===== src/common/hot_swap_pkg.sv =====
// Constants, types and timing tables for the hot-swap sequencer
package hot_swap_pkg;
    // APB byte addresses
    localparam logic [7:0] ADDR_CONFIG = 8'h00;
    localparam logic [7:0] ADDR_STATUS = 8'h04;
    localparam int CFG_W = 24;
    localparam logic [23:0] CONFIG_RESET = 24'h100834;
    // Field positions in the config word
    localparam int F_STAGE = 0;
    localparam int F_TRIP = 3;
    localparam int F_FAST = 5;
    localparam int F_COOL = 7;
    localparam int F_REG_EN = 8;
    localparam int F_REG_WIN = 9;
    localparam int F_UV_HYST = 11;
    localparam int F_SUPPLY = 15;
    localparam int F_SFILT = 17;
    localparam int F_SEAT = 19;
    localparam int F_SEC = 21;
    localparam int F_FUSE = 23;
    // Field encodings
    localparam logic [1:0] SUPPLY_FILTER = 2'h1;
    localparam logic [1:0] SUPPLY_LATCH = 2'h2;
    localparam logic [1:0] SEC_SHUTDOWN = 2'h0;
    localparam logic [1:0] SEC_GATE_PG1 = 2'h1;
    localparam logic [1:0] SEC_PG1_LEADS = 2'h2;
    localparam logic [1:0] FAST_200 = 2'h0;
    localparam logic [1:0] FAST_100 = 2'h1;
    localparam logic [1:0] FAST_60 = 2'h2;
    localparam logic [1:0] STEP_LAST = 2'h3;
    localparam logic [9:0] STATUS_W = 10'h00a;
    // Time base: all delays count whole microseconds
    localparam int CLOCK_PERIOD_NS = 4;
    localparam int US_NS = 1000;
    localparam int US_CYCLES = US_NS / CLOCK_PERIOD_NS;
    localparam int HOLDOFF_US = 100000;
    typedef logic [22:0] time_us_t;
    localparam time_us_t STAGE_US [8] = '{23'd50, 23'd250, 23'd500, 23'd1500,
        23'd5000, 23'd20000, 23'd80000, 23'd160000};
    localparam time_us_t TRIP_US [4] = '{23'd400, 23'd150, 23'd50, 23'd5};
    localparam time_us_t REG_WIN_US [4] = '{23'd5000, 23'd80000, 23'd320000, 23'd320000};
    localparam time_us_t SEAT_US [4] = '{23'd500, 23'd5000, 23'd80000, 23'd160000};
    localparam time_us_t SFILT_US [4] = '{23'd5000, 23'd80000, 23'd160000, 23'd160000};
    localparam time_us_t COOL_US [2] = '{23'd2500000, 23'd5000000};
    // Bit positions in the synchronised input vector
    localparam int IN_SEAT1 = 0;
    localparam int IN_SEAT2 = 1;
    localparam int IN_ENABLE = 2;
    localparam int IN_LOW_SUP = 3;
    localparam int IN_HIGH_SUP = 4;
    localparam int IN_DRAIN = 5;
    localparam int IN_GATE = 6;
    localparam int IN_S50 = 7;
    localparam int IN_S60 = 8;
    localparam int IN_S100 = 9;
    localparam int IN_S200 = 10;
    localparam int IN_SEC = 11;
    localparam int IN_LA = 12;
    localparam int IN_LB = 13;
    localparam int IN_LC = 14;
    localparam int IN_MODE = 15;
    localparam int IN_CLEAR = 16;
    localparam int IN_FUSE = 17;
    localparam int IN_W = 18;
    typedef enum logic [2:0] {ST_IDLE, ST_RAMP, ST_RUN, ST_COOL, ST_LATCH} seq_state_t;
endpackage : hot_swap_pkg


===== src/hdl/sync_bits.sv =====
// Two-flop synchroniser for a vector of independent level inputs
`timescale 1ns/1ps
module sync_bits #(
    parameter int WIDTH = 1
) (
    input wire logic core_clk,
    input wire logic rst_n,
    input wire logic ce,
    input wire logic [WIDTH-1:0] async_in,
    output logic [WIDTH-1:0] sync_out
);
    logic [WIDTH-1:0] meta;

    // First stage feeds only the second stage
    always_ff @(posedge core_clk or negedge rst_n) begin
        if (!rst_n) begin
            meta <= '0;
            sync_out <= '0;
        end else if (ce) begin
            meta <= async_in;
            sync_out <= meta;
        end
    end
endmodule : sync_bits


===== src/hdl/hot_swap_sequence_fault_logic.sv =====
// Hot-swap sequencing, power-good cascade and fault handling with APB config
// Behaviour
// - Latched supply fault: outputs stay off, fault on
// - Undervoltage hysteresis programmable in 62.5mV steps
// - Power-good needs drain low and gate full
// - Gate-full indication latched once seen
// - Drain monitored while running except while regulating
// - Stage one first, then one delay each
// - Eight selectable stage delays, default 5ms
// - Load enables A/B/C disable later stages
// - Ignore secondary shutdown until holdoff expires
// - Low secondary shutdown after holdoff faults
// - Secondary input optionally enables stage one
// - Breaker trips after filtered 50mV overcurrent
// - Trip filter 5/50/150/400us, default 50us
// - Fast trip unfiltered at selectable level
// - Retry cooling 2.5s or 5s
// - Optional regulation above 50mV below fast level
// - Regulation window expiry shuts down at once
// - Dropping below 50mV clears regulation window
// - Fast trip during regulation bypasses window
// - Optional persistent fuse set by every trip
// - Fuse keeps fault on, power path off
// - Breaker trip: gate off, fault asserted
// - Mode pin: retry after cooling or latch
// - Both seats low for qualify delay first
// - Unfiltered supply fault shuts down immediately
//
// Our own choices: the register offsets and the APB interface to the registers.
`timescale 1ns/1ps
module hot_swap_sequence_fault_logic #(
    parameter int US_CYCLES = hot_swap_pkg::US_CYCLES,
    parameter int HOLDOFF_US = hot_swap_pkg::HOLDOFF_US
) (
    input wire logic core_clk,
    input wire logic rst_n,
    input wire logic ce,
    input wire logic psel,
    input wire logic penable,
    input wire logic pwrite,
    input wire logic [7:0] paddr,
    input wire logic [31:0] pwdata,
    output logic [31:0] prdata,
    output logic pready,
    output logic pslverr,
    input wire logic card_seat_1_n,
    input wire logic card_seat_2_n,
    input wire logic master_enable_thermal,
    input wire logic low_supply_compare,
    input wire logic high_supply_compare,
    input wire logic drain_above_ref,
    input wire logic gate_at_margin,
    input wire logic shunt_over_50,
    input wire logic shunt_over_60,
    input wire logic shunt_over_100,
    input wire logic shunt_over_200,
    input wire logic secondary_shutdown_n,
    input wire logic load_enable_a,
    input wire logic load_enable_b,
    input wire logic load_enable_c,
    input wire logic breaker_mode,
    input wire logic breaker_clear_n,
    input wire logic fuse_stored,
    output logic fet_gate_drive,
    output logic gate_regulate,
    output logic power_good_stage1_n,
    output logic power_good_stage2_n,
    output logic power_good_stage3_n,
    output logic power_good_stage4_n,
    output logic fault_n,
    output logic sticky_breaker_fuse,
    output logic [3:0] uv_hysteresis_steps
);
    typedef hot_swap_pkg::time_us_t tus_t;
    logic [hot_swap_pkg::IN_W-1:0] rawIn;
    logic [hot_swap_pkg::IN_W-1:0] s;
    logic [hot_swap_pkg::CFG_W-1:0] cfg;
    hot_swap_pkg::seq_state_t state;
    hot_swap_pkg::seq_state_t next_state;
    logic [7:0] prescale;
    logic usTick;
    tus_t stateCnt;
    tus_t filtCnt;
    tus_t regCnt;
    tus_t supCnt;
    tus_t holdCnt;
    tus_t stageCnt;
    logic [1:0] stageStep;
    logic [1:0] loadWait;
    logic gateLatched;
    logic clearSeen;
    logic active;
    logic seatOk;
    logic runOk;
    logic supplyBad;
    logic secOk;
    logic fastHit;
    logic regulating;
    logic filterTrip;
    logic regExpired;
    logic trip;
    logic supplyDown;
    logic holdExpired;
    logic secFault;
    logic drainFault;
    logic qualified;
    logic allow1;
    logic runNext;
    logic cfgWrite;
    logic [9:0] status;

    // Strictly greater, so a delay is never shorter than printed
    function automatic logic elapsed(input tus_t cnt, input tus_t lim);
        return cnt > lim;
    endfunction : elapsed

    // Microsecond counter step that saturates instead of wrapping
    function automatic tus_t bump(input tus_t cnt, input logic tick);
        return (tick && (cnt != '1)) ? tus_t'(cnt + 23'h000001) : cnt;
    endfunction : bump

    // Every pin and comparator result is resynchronised
    assign rawIn = {fuse_stored, breaker_clear_n, breaker_mode, load_enable_c,
        load_enable_b, load_enable_a, secondary_shutdown_n, shunt_over_200,
        shunt_over_100, shunt_over_60, shunt_over_50, gate_at_margin,
        drain_above_ref, high_supply_compare, low_supply_compare,
        master_enable_thermal, card_seat_2_n, card_seat_1_n};

    sync_bits #(.WIDTH(hot_swap_pkg::IN_W)) u_sync (
        .core_clk(core_clk),
        .rst_n(rst_n),
        .ce(ce),
        .async_in(rawIn),
        .sync_out(s)
    );

    // Condition decode
    assign active = (state == hot_swap_pkg::ST_RAMP) || (state == hot_swap_pkg::ST_RUN);
    assign seatOk = !s[hot_swap_pkg::IN_SEAT1] && !s[hot_swap_pkg::IN_SEAT2];
    assign runOk = seatOk && s[hot_swap_pkg::IN_ENABLE];
    assign supplyBad = s[hot_swap_pkg::IN_LOW_SUP] || s[hot_swap_pkg::IN_HIGH_SUP];
    assign secOk = s[hot_swap_pkg::IN_SEC];
    assign usTick = (prescale == 8'(US_CYCLES - 1));

    // Fast trip level select
    always_comb begin
        case (cfg[hot_swap_pkg::F_FAST +: 2])
            hot_swap_pkg::FAST_200: fastHit = s[hot_swap_pkg::IN_S200];
            hot_swap_pkg::FAST_100: fastHit = s[hot_swap_pkg::IN_S100];
            hot_swap_pkg::FAST_60: fastHit = s[hot_swap_pkg::IN_S60];
            default: fastHit = 1'b0;
        endcase
    end

    // Regulation replaces the trip filter when it is enabled
    assign regulating = cfg[hot_swap_pkg::F_REG_EN] && active && s[hot_swap_pkg::IN_S50]
        && !fastHit;
    assign filterTrip = !cfg[hot_swap_pkg::F_REG_EN]
        && elapsed(filtCnt, hot_swap_pkg::TRIP_US[cfg[hot_swap_pkg::F_TRIP +: 2]]);
    assign regExpired = regulating
        && elapsed(regCnt, hot_swap_pkg::REG_WIN_US[cfg[hot_swap_pkg::F_REG_WIN +: 2]]);
    assign trip = active && (fastHit || filterTrip || regExpired);
    assign holdExpired = elapsed(holdCnt, tus_t'(HOLDOFF_US));
    assign secFault = (cfg[hot_swap_pkg::F_SEC +: 2] == hot_swap_pkg::SEC_SHUTDOWN)
        && holdExpired && !secOk;
    assign drainFault = (state == hot_swap_pkg::ST_RUN) && s[hot_swap_pkg::IN_DRAIN]
        && !regulating;
    assign qualified = runOk && !supplyBad
        && elapsed(stateCnt, hot_swap_pkg::SEAT_US[cfg[hot_swap_pkg::F_SEAT +: 2]]);

    // Supply fault handling mode
    always_comb begin
        case (cfg[hot_swap_pkg::F_SUPPLY +: 2])
            hot_swap_pkg::SUPPLY_FILTER:
                supplyDown = elapsed(supCnt, hot_swap_pkg::SFILT_US[cfg[hot_swap_pkg::F_SFILT +: 2]]);
            hot_swap_pkg::SUPPLY_LATCH: supplyDown = 1'b0;
            default: supplyDown = supplyBad;
        endcase
    end

    // Sequencer next state; faults are ranked fuse, trip, latch, shutdown
    always_comb begin
        next_state = state;
        case (state)
            hot_swap_pkg::ST_IDLE: begin
                if (sticky_breaker_fuse) begin
                    next_state = hot_swap_pkg::ST_LATCH;
                end else if (qualified) begin
                    next_state = hot_swap_pkg::ST_RAMP;
                end
            end
            hot_swap_pkg::ST_RAMP, hot_swap_pkg::ST_RUN: begin
                if (sticky_breaker_fuse) begin
                    next_state = hot_swap_pkg::ST_LATCH;
                end else if (trip) begin
                    next_state = s[hot_swap_pkg::IN_MODE] ? hot_swap_pkg::ST_COOL
                        : hot_swap_pkg::ST_LATCH;
                end else if (supplyBad && (cfg[hot_swap_pkg::F_SUPPLY +: 2]
                        == hot_swap_pkg::SUPPLY_LATCH)) begin
                    next_state = hot_swap_pkg::ST_LATCH;
                end else if (secFault) begin
                    next_state = hot_swap_pkg::ST_LATCH;
                end else if (!runOk || supplyDown || drainFault) begin
                    next_state = hot_swap_pkg::ST_IDLE;
                end else if (state == hot_swap_pkg::ST_RAMP && gateLatched
                        && !s[hot_swap_pkg::IN_DRAIN]) begin
                    next_state = hot_swap_pkg::ST_RUN;
                end
            end
            hot_swap_pkg::ST_COOL: begin
                if (sticky_breaker_fuse) begin
                    next_state = hot_swap_pkg::ST_LATCH;
                end else if (elapsed(stateCnt, hot_swap_pkg::COOL_US[cfg[hot_swap_pkg::F_COOL]])) begin
                    next_state = hot_swap_pkg::ST_IDLE;
                end
            end
            hot_swap_pkg::ST_LATCH: begin
                if (clearSeen && s[hot_swap_pkg::IN_CLEAR] && !sticky_breaker_fuse) begin
                    next_state = hot_swap_pkg::ST_IDLE;
                end
            end
            default: next_state = hot_swap_pkg::ST_IDLE;
        endcase
    end

    // State register
    always_ff @(posedge core_clk or negedge rst_n) begin
        if (!rst_n) begin
            state <= hot_swap_pkg::ST_IDLE;
        end else if (ce) begin
            state <= next_state;
        end
    end

    // Microsecond prescaler shared by all timers
    always_ff @(posedge core_clk or negedge rst_n) begin
        if (!rst_n) begin
            prescale <= 8'h00;
        end else if (ce) begin
            prescale <= usTick ? 8'h00 : 8'(prescale + 8'h01);
        end
    end

    // Per-state timer; in idle it restarts whenever a condition drops
    always_ff @(posedge core_clk or negedge rst_n) begin
        if (!rst_n) begin
            stateCnt <= '0;
        end else if (ce) begin
            if (next_state != state || (state == hot_swap_pkg::ST_IDLE && !(runOk && !supplyBad))) begin
                stateCnt <= '0;
            end else begin
                stateCnt <= bump(stateCnt, usTick);
            end
        end
    end

    // Overcurrent, regulation, supply filter and holdoff timers
    always_ff @(posedge core_clk or negedge rst_n) begin
        if (!rst_n) begin
            filtCnt <= '0;
            regCnt <= '0;
            supCnt <= '0;
            holdCnt <= '0;
        end else if (ce) begin
            filtCnt <= (active && s[hot_swap_pkg::IN_S50]) ? bump(filtCnt, usTick) : '0;
            regCnt <= regulating ? bump(regCnt, usTick) : '0;
            supCnt <= (active && supplyBad) ? bump(supCnt, usTick) : '0;
            holdCnt <= active ? bump(holdCnt, usTick) : '0;
        end
    end

    // Power-good cascade: one stage delay per step once running
    always_ff @(posedge core_clk or negedge rst_n) begin
        if (!rst_n) begin
            stageCnt <= '0;
            stageStep <= 2'h0;
        end else if (ce) begin
            if (state != hot_swap_pkg::ST_RUN) begin
                stageCnt <= '0;
                stageStep <= 2'h0;
            end else if (stageStep != hot_swap_pkg::STEP_LAST
                    && elapsed(stageCnt, hot_swap_pkg::STAGE_US[cfg[hot_swap_pkg::F_STAGE +: 3]])) begin
                stageCnt <= '0;
                stageStep <= 2'(stageStep + 2'h1);
            end else begin
                stageCnt <= bump(stageCnt, usTick);
            end
        end
    end

    // Gate-full seen once stays latched for the whole power-up
    always_ff @(posedge core_clk or negedge rst_n) begin
        if (!rst_n) begin
            gateLatched <= 1'b0;
        end else if (ce) begin
            if (!active) begin
                gateLatched <= 1'b0;
            end else if (s[hot_swap_pkg::IN_GATE]) begin
                gateLatched <= 1'b1;
            end
        end
    end

    // Clear pulse must go low and come back high while latched
    always_ff @(posedge core_clk or negedge rst_n) begin
        if (!rst_n) begin
            clearSeen <= 1'b0;
        end else if (ce) begin
            if (state != hot_swap_pkg::ST_LATCH) begin
                clearSeen <= 1'b0;
            end else if (!s[hot_swap_pkg::IN_CLEAR]) begin
                clearSeen <= 1'b1;
            end
        end
    end

    // Fuse: restored once from the stored cell after reset; set beats clear
    always_ff @(posedge core_clk or negedge rst_n) begin
        if (!rst_n) begin
            loadWait <= 2'h0;
            sticky_breaker_fuse <= 1'b0;
        end else if (ce) begin
            if (loadWait != 2'h3) begin
                loadWait <= 2'(loadWait + 2'h1);
            end
            if (trip && cfg[hot_swap_pkg::F_FUSE]) begin
                sticky_breaker_fuse <= 1'b1;
            end else if (loadWait == 2'h2 && s[hot_swap_pkg::IN_FUSE]) begin
                sticky_breaker_fuse <= 1'b1;
            end else if (cfgWrite) begin
                sticky_breaker_fuse <= 1'b0;
            end
        end
    end

    // Stage enables from the load and secondary inputs
    assign runNext = (next_state == hot_swap_pkg::ST_RUN);
    assign allow1 = (cfg[hot_swap_pkg::F_SEC +: 2] == hot_swap_pkg::SEC_SHUTDOWN) || secOk;

    // Outputs follow the next state so gate and stages drop together
    always_ff @(posedge core_clk or negedge rst_n) begin
        if (!rst_n) begin
            fet_gate_drive <= 1'b0;
            gate_regulate <= 1'b0;
            power_good_stage1_n <= 1'b1;
            power_good_stage2_n <= 1'b1;
            power_good_stage3_n <= 1'b1;
            power_good_stage4_n <= 1'b1;
            fault_n <= 1'b1;
            uv_hysteresis_steps <= 4'h0;
        end else if (ce) begin
            fet_gate_drive <= (next_state == hot_swap_pkg::ST_RAMP) || runNext;
            gate_regulate <= regulating && (next_state == state);
            power_good_stage1_n <= !(runNext && allow1);
            power_good_stage2_n <= !(runNext && stageStep >= 2'h1 && s[hot_swap_pkg::IN_LA]
                && (allow1 || cfg[hot_swap_pkg::F_SEC +: 2] != hot_swap_pkg::SEC_PG1_LEADS));
            power_good_stage3_n <= !(runNext && stageStep >= 2'h2 && s[hot_swap_pkg::IN_LA]
                && s[hot_swap_pkg::IN_LB]
                && (allow1 || cfg[hot_swap_pkg::F_SEC +: 2] != hot_swap_pkg::SEC_PG1_LEADS));
            power_good_stage4_n <= !(runNext && stageStep == 2'h3 && s[hot_swap_pkg::IN_LA]
                && s[hot_swap_pkg::IN_LB] && s[hot_swap_pkg::IN_LC]
                && (allow1 || cfg[hot_swap_pkg::F_SEC +: 2] != hot_swap_pkg::SEC_PG1_LEADS));
            fault_n <= !((next_state == hot_swap_pkg::ST_COOL)
                || (next_state == hot_swap_pkg::ST_LATCH));
            uv_hysteresis_steps <= cfg[hot_swap_pkg::F_UV_HYST +: 4];
        end
    end

    // APB: write lands at the edge where pready is sampled high
    assign cfgWrite = psel && penable && pready && pwrite && (paddr == hot_swap_pkg::ADDR_CONFIG);
    assign status = {clearSeen, sticky_breaker_fuse, gateLatched, regulating, holdExpired,
        stageStep, state};

    always_ff @(posedge core_clk or negedge rst_n) begin
        if (!rst_n) begin
            cfg <= hot_swap_pkg::CONFIG_RESET;
        end else if (ce && cfgWrite) begin
            cfg <= pwdata[hot_swap_pkg::CFG_W-1:0];
        end
    end

    // One wait state; unmapped addresses answer with pslverr
    always_ff @(posedge core_clk or negedge rst_n) begin
        if (!rst_n) begin
            pready <= 1'b0;
            pslverr <= 1'b0;
            prdata <= 32'h0000_0000;
        end else if (ce) begin
            pready <= psel && penable && !pready;
            pslverr <= psel && penable && !pready && (paddr != hot_swap_pkg::ADDR_CONFIG)
                && (paddr != hot_swap_pkg::ADDR_STATUS);
            if (psel && penable && !pready && !pwrite) begin
                case (paddr)
                    hot_swap_pkg::ADDR_CONFIG: prdata <= {8'h00, cfg};
                    hot_swap_pkg::ADDR_STATUS: prdata <= {22'h000000, status};
                    default: prdata <= 32'h0000_0000;
                endcase
            end
        end
    end
endmodule : hot_swap_sequence_fault_logic


===== config.mk =====
export PLATFORM = sky130hd
export DESIGN_NAME = hot_swap_sequence_fault_logic
export DESIGN_NICKNAME = d
export VERILOG_FILES = /design/src/common/hot_swap_pkg.sv /design/src/hdl/sync_bits.sv /design/src/hdl/hot_swap_sequence_fault_logic.sv
export SDC_FILE = /design/constraint.sdc
export NUM_CORES = 1
export LEC_CHECK = 0
export BUFFER_PORTS_ARGS = -buffer_cell sky130_fd_sc_hd__buf_2
export CAP_MARGIN = 20
export CORE_MARGIN = 3
export CORE_UTILIZATION = 60
export DETAILED_ROUTE_END_ITERATION = 6
export PLACE_DENSITY = 0.8
export SYNTH_ARGS = -nofsm -noshare
export SYNTH_HDL_FRONTEND = slang
export SYNTH_SLANG_ARGS = --single-unit

===== constraint.sdc =====
create_clock -name core_clk -period 6.5 [get_ports core_clk]
set_input_delay 0 -clock core_clk [delete_from_list [all_inputs] [get_ports core_clk]]
set_output_delay 0 -clock core_clk [all_outputs]
set_load 0.1 [all_outputs]

======== Yosys cells after proc, flatten, opt, wreduce, memory -nomap -nowiden ========
Memory sizes are Yosys's and may differ from the RTL's.
Cells that the tools add are included.
storage, ports and cells
  register bits ........................... 261
  bits in read-only memories .............. 184
  input bits .............................. 64
  output and inout port bits .............. 46
  word-level logic and storage cells ...... 255
  memories ................................ 1
memories
  name              words  bits a word  rd ports  clocked after Yosys merged registers in  wr ports  RTL line                              RTL
  (name not given)  8      23           1         0                                        0         hot_swap_sequence_fault_logic.sv:282  && elapsed(stageCnt, hot_swap_pkg::STAGE_US[cfg[hot_swap_pkg::F_STAGE +: 3]])) begin
operators by class
  add/subtract/negate cells ............... 9
  magnitude comparators ................... 15
  eq/ne operators ......................... 36
  mux-type cells .......................... 56
  bitwise logic cells ..................... 6
  reductions and logical operators ........ 105
operator list
  operator                 count
  $mux W23                 26
  $bmux W23 S2             4
  $add A23 B1 Y23 const B  6
  $gt A23 B23 Y1           6
  $ne A23 B23 Y1 const B   6
  $logic_and A1 B1 Y1      54
  $pmux W24 S2             1
  $mux W3                  12
  $reduce_and A2 Y1        12
  $gt A23 B17 Y1 const B   1
  $logic_not A1 Y1         18
  $eq A3 B2 Y1 const B     4
  $ge A3 B3 Y1 const B     4
  $not A2 Y3               4
  $pmux W3 S4              1
  $logic_or A1 B1 Y1       11
  $ne A2 B1 Y1 const B     5
  $add A8 B1 Y8 const B    1
  $eq A2 B2 Y1 const B     4
  $eq A8 B3 Y1 const B     1
  $eq A8 B8 Y1 const B     1
  $logic_not A8 Y1         1
  $mux W8                  1
  $ne A2 B2 Y1 const B     4
  other kinds (24)         39

======== Depth between registers and ports, before layout ========
  depth after elaboration ................. 21
  depth in mapped cells ................... 15

======== Cells and area by module ========
A second synthesis with hierarchy kept.
second synthesis, totals
  cell total of the unflattened synthesis .. 1476
  area total of the unflattened synthesis .. 14496.4 µm²
modules (own cells, without submodules)
  module                         times used  cells an instance  area an instance (µm²)
  hot_swap_sequence_fault_logic  1           1400               13006.2
  sync_bits                      1           76                 1490.2

======== Worst setup path after synthesis ========
Ideal clock, no wire load.
  kind .................................... reg-to-reg
  from .................................... register cfg[4] in the netlist's numbering
  to ...................................... register stateCnt[1] in the netlist's numbering
  library setup time ...................... 0.122 ns
  arrival ................................. 3.247 ns
  required time ........................... 6.378 ns
  slack ................................... 3.131 ns
  stages on the path, launching flop included .. 15
  path buffers ............................ 1
  cells stage by stage .................... dfstp_2 > ha_1 > inv_1 > ha_1 > a211o_1 > a31o_1 > a211o_1 > a21oi_1 > a311oi_1 > or2_1 > o311a_4 > o211ai_4 > buf_12 > o21ai_2 > a32o_1
on the way
  cells in the longest elaborated chain, start to end .. 16
  elaborated cells between the ends (all ways) .. 17
  those cells by class .................... order compare (1); eq/ne (1); mux (7); bitwise (1); reduce/logical (7)
RTL lines
  item                                            RTL line                              RTL
  start, declared                                 hot_swap_sequence_fault_logic.sv:77   logic [hot_swap_pkg::CFG_W-1:0] cfg;
  start signal, assigned                          hot_swap_sequence_fault_logic.sv:376  cfg <= hot_swap_pkg::CONFIG_RESET;
  start signal, assigned                          hot_swap_sequence_fault_logic.sv:378  cfg <= pwdata[hot_swap_pkg::CFG_W-1:0];
  $not A2 Y3 (not written as such) *              hot_swap_sequence_fault_logic.sv:159  && elapsed(filtCnt, hot_swap_pkg::TRIP_US[cfg[hot_swap_pkg::F_TRIP +: 2]]);
  $bmux W23 S2 *                                  hot_swap_sequence_fault_logic.sv:159
  $mux W23 (not written as such) * (2 in series)  hot_swap_sequence_fault_logic.sv:159
  $gt A23 B23 Y1 *                                hot_swap_sequence_fault_logic.sv:114  return cnt > lim;
  $logic_and A1 B1 Y1 *                           hot_swap_sequence_fault_logic.sv:159
  $logic_or A1 B1 Y1 * (2 in series)              hot_swap_sequence_fault_logic.sv:162  assign trip = active && (fastHit || filterTrip || regExpired);
  $logic_and A1 B1 Y1 *                           hot_swap_sequence_fault_logic.sv:162
  $mux W3 *                                       hot_swap_sequence_fault_logic.sv:195  end else if (trip) begin
  $mux W3 *                                       hot_swap_sequence_fault_logic.sv:193  if (sticky_breaker_fuse) begin
  $pmux W3 S4 *                                   hot_swap_sequence_fault_logic.sv:184  case (state)
  $ne A3 B3 Y1 *                                  hot_swap_sequence_fault_logic.sv:249  if (next_state != state || (state == hot_swap_pkg::ST_IDLE && !(runOk && !supplyBad))) begin
  $logic_or A1 B1 Y1 *                            hot_swap_sequence_fault_logic.sv:249
  $reduce_bool A2 Y1 (no source line)             --
  $reduce_and A2 Y1 (no source line)              --
  end signal, assigned                            hot_swap_sequence_fault_logic.sv:252  stateCnt <= bump(stateCnt, usTick);
  end, declared                                   hot_swap_sequence_fault_logic.sv:82   tus_t stateCnt;
Every way passes the cells marked *; elsewhere a longest branch is shown, timed or not. The select of a mux whose other input is x is not followed.
A chain may end at the register's enable or synchronous reset.

======== Worst setup path in the final report ========
  from .................................... register cfg[4] in the netlist's numbering
  to ...................................... register stateCnt[11] in the netlist's numbering
Same word-level chain as after synthesis.

==> flow_metrics.py <==
metrics = {
    "power_and_ir_drop": {
        "p_switching_w": 0.00100,
        "swShare_pct": 26.9,
        "p_int_w": 0.00273,
        "p_leak_nw": 7.55,
        "clkPwrFrac_pct": 42.6,
        "sequentialPowerShare_pct": 46.0,
        "p_comb_share_pct": 11.4,
        "cellPowerDensity_mw_per_mm2": 225,
        "ir_drop_uv": 211,
    },
    "cells_and_area": {
        "multi_input_area_mm2": 0.00756,
        "regArea_mm2": 0.00634,
        "antenna_cells": 0,
        "fin_cells": 1937,
        "area_growth_pct": 14.9,
        "drive_gt1_share_pct": 16.4,
        "n_fill_cell": 1767,
        "nets": 1757,
    },
    "synthesis": {
        "synth-edff-count": 0,
        "synth_mux_area_share_pct": 6.26,
        "synth_fa_ha_area_share_pct": 8.25,
        "synthXorXnorAreaFrac_pct": 4.80,
        "yosysWarnings": 0,
        "yosysSeqAreaShare_pct": 44.0,
        "synth_top_area_share_pct": 42.2,
        "synth_ff_type": "dfrtp_1",
        "synth_cell_types": 83,
        "synth_common_cells": "dfrtp_1, nor2_1, nand2_1, ha_1, o21ai_0",
        "avgSynthCellArea_um2": 9.83,
        "synth_area_mm2": 0.0144,
        "synthSimpleGateAreaFrac_pct": 19.6,
        "ys_seq_elements": 253,
        "synth_area_leaders": "dfrtp_1, ha_1, mux2_2, nor2_1, xor2_1",
        "synth_compound_area_share_pct": 13.3,
        "ys_async_sr_fraction_pct": 100,
        "synth_top_family_by_area": "simple AND/OR/NAND/NOR gates",
        "synth_cells": 1467,
        "synth_top_cell_by_area": "dfrtp_1",
        "synth.most_common_cell": "dfrtp_1",
    },
    "cts": {
        "h-tree-depth": 1,
        "ctsHoldBuffers": 50,
        "cts_tree": "built",
        "cts_resized": 0,
        "cts.sinks": 253,
        "clk_latency_ns": 0.55,
        "cts_setup_buffers": 0,
        "cts_root_buffer": "clkbuf_16",
        "cts.reportedPaths.clkPinSlew_ns": 0.07,
        "clockBufferDepth": 3,
        "numCtsBuffers": 27,
    },
    "setup_path": {
        "reg2reg_depth": 14,
        "cp-end-kind": "flop",
        "cp-start-kind": "flop",
        "required_ns": 6.94,
        "path_class": "reg2reg",
        "critical_path_arrival_ns": 4.62,
        "worstPathMaxFanout": 24,
    },
    "floorplan": {
        "core_area_mm2": 0.0235,
        "rows": 56,
        "initial_core_util_pct": 61.2,
        "dieArea_mm2": 0.0259,
        "die_y_um": 161,
        "chipWidth_um": 161,
        "io_pins": 110,
    },
    "drt": {
        "vias": 11900,
        "wl_per_cell_um": 18.3,
        "route.detailed.drc": 0,
        "viasPerCell": 6.13,
        "routed_wirelength_um": 35500,
        "ant_nets": 0,
        "drt_first_pass_iters": 5,
        "first_iter_violations": 902,
    },
    "sta": {
        "fmax_ghz": 0.239,
        "fin_crit_sh_pct": 64.4,
        "drv_slew": 0,
        "rsz0062_at_grt": "false",
        "worst_pin_slew_ns": 0.941,
        "slew-limit-headroom_pct": 37.3,
        "tns_ns": 0,
        "skew_ns": 0.0167,
        "hold_viol": 0,
        "setup_viol": 0,
        "min_period_ns": 4.18,
    },
    "hold_path": {
        "min_path_cells": 4,
        "worstHoldPathType": "in2reg",
    },
    "placed_design": {
        "dp.cells": 1838,
        "dpl.hpwl_um": 23400,
        "port_buffers": 93,
        "gp_congestion": 0.896,
    },
    "status": {
        "outcome": "finished clean",
    },
    "global_routing": {
        "grt_max_degree": 133,
        "grt_antenna_before_repair": 0,
        "grt_pass1_vias": 12100,
        "grt-ovfl-total": 0,
        "grt_pass1_wl_um": 59900,
        "track_usage_pct": 27.7,
    },
    "job": {
        "cap_violations": 0,
    },
}
logic make-up after synthesis:
group / Yosys count
and+or+nand+nor: 551
AOI/OAI and AO/OA: 280
DFF: 253
buffers and inverters: 126
adders and majority gates: 95
muxes: 82
xor gates and xnor gates: 79
other: 1
stage by stage:
step | utilization (%) | area [um2] | hold slack, ns | worst slack [ns] | power [W]
global route | 70.3 | 16600 | 0.0291 | 1.95 | 0.00386
global placement | 64.3 | 15100 | 0.138 | 2.52 | 0.00212
finish | 70.3 | 16600 | 0.0485 | 2.32 | 0.00373
floorplan | - | 14400 | -0.296 | 3.13 | 0.00203
detailed placement | 64.3 | 15100 | 0.135 | 2.44 | 0.00214
CTS | 70.3 | 16600 | 0.00327 | 2.41 | 0.00374
power by group through the flow:
stage / Sequential, W / Clock, W / Combinational, W
final: 0.00172 / 0.00159 / 0.000425
after global routing: 0.00172 / 0.00167 / 0.000465
after CTS: 0.00171 / 0.00161 / 0.000423
after detailed placement: 0.00174 / 0 / 0.000398
after global placement: 0.00173 / 0 / 0.000384
after floorplan: 0.00175 / 0 / 0.000272
flip-flops by register name, summed over array words and instances (netlist names), 2 cells and up:
name                 flops
cfg                     24
filtCnt                 23
holdCnt                 23
loadWait                 2
prdata                  24
prescale                 8
regCnt                  23
stageCnt                23
stageStep                2
state                    3
stateCnt                23
supCnt                  23
u_sync.meta             18
u_sync.sync_out         18
uv_hysteresis_steps      4
final timing paths:
check	slack, ns	startpoint	endpoint
worst max-delay path	2.32	cfg[4]	stateCnt[11]
min in group asynchronous	0.09	rst_n	supCnt[8]
worst max register to register	2.32	cfg[4]	stateCnt[11]
worst min-delay path	0.05	paddr[4]	pslverr
worst min register to register	0.43	u_sync.sync_out[14]	power_good_stage4_n
max in group asynchronous	5.21	rst_n	stateCnt[8]
cell usage in the layout (no fill, tap or decap), types with 22 or more instances in the layout:
cell type and count:
mux2_2 65, dfrtp_1 243, inv_1 66, o21ai_0 68, ha_1 95, nor3_1 22, nand2_1 127, nand3_1 51
and3_1 29, nor2_1 136, nand4_1 51, or3_1 25, xor2_1 56, xnor2_1 23, buf_2 91, dlygate4sd3_1 50
a21oi_1 61, clkbuf_16 27
worst max-delay path: stages, from the launching register on:
cell and delay (ns):
dfstp_2 0.62, inv_1 0.06, ha_1 0.27, inv_1 0.05, ha_1 0.29, nand3b_1 0.07, a2111oi_0 0.50, a211o_1 0.19
a21oi_1 0.11, a311oi_1 0.50, o21ai_1 0.21, a21boi_2 0.31, o211a_4 0.41, nand2_1 0.22, o31ai_1 0.26
routing by layer:
layer | vias up | global-route usage, % | wire, um | part of all wire [%]
met5 | - | 0 | 0 | 0
met4 | 0 | 8.33 | 1010 | 2.9
met3 | 77 | 4.74 | 2260 | 6.4
met2 | 388 | 46.4 | 17000 | 48
met1 | 5849 | 37.3 | 15200 | 43
li1 | 5553 | - | - | -
cell type report:
type	count	area share (%)
flip-flops and latches	253	38.3
repair buffers	155	6.53
well taps	319	2.41
clock inverters	12	0.793
multi-input cells	1095	45.7
clock buffers	37	4.79
inverters	66	1.50
Note: power is estimated with default switching activity, not from simulation.
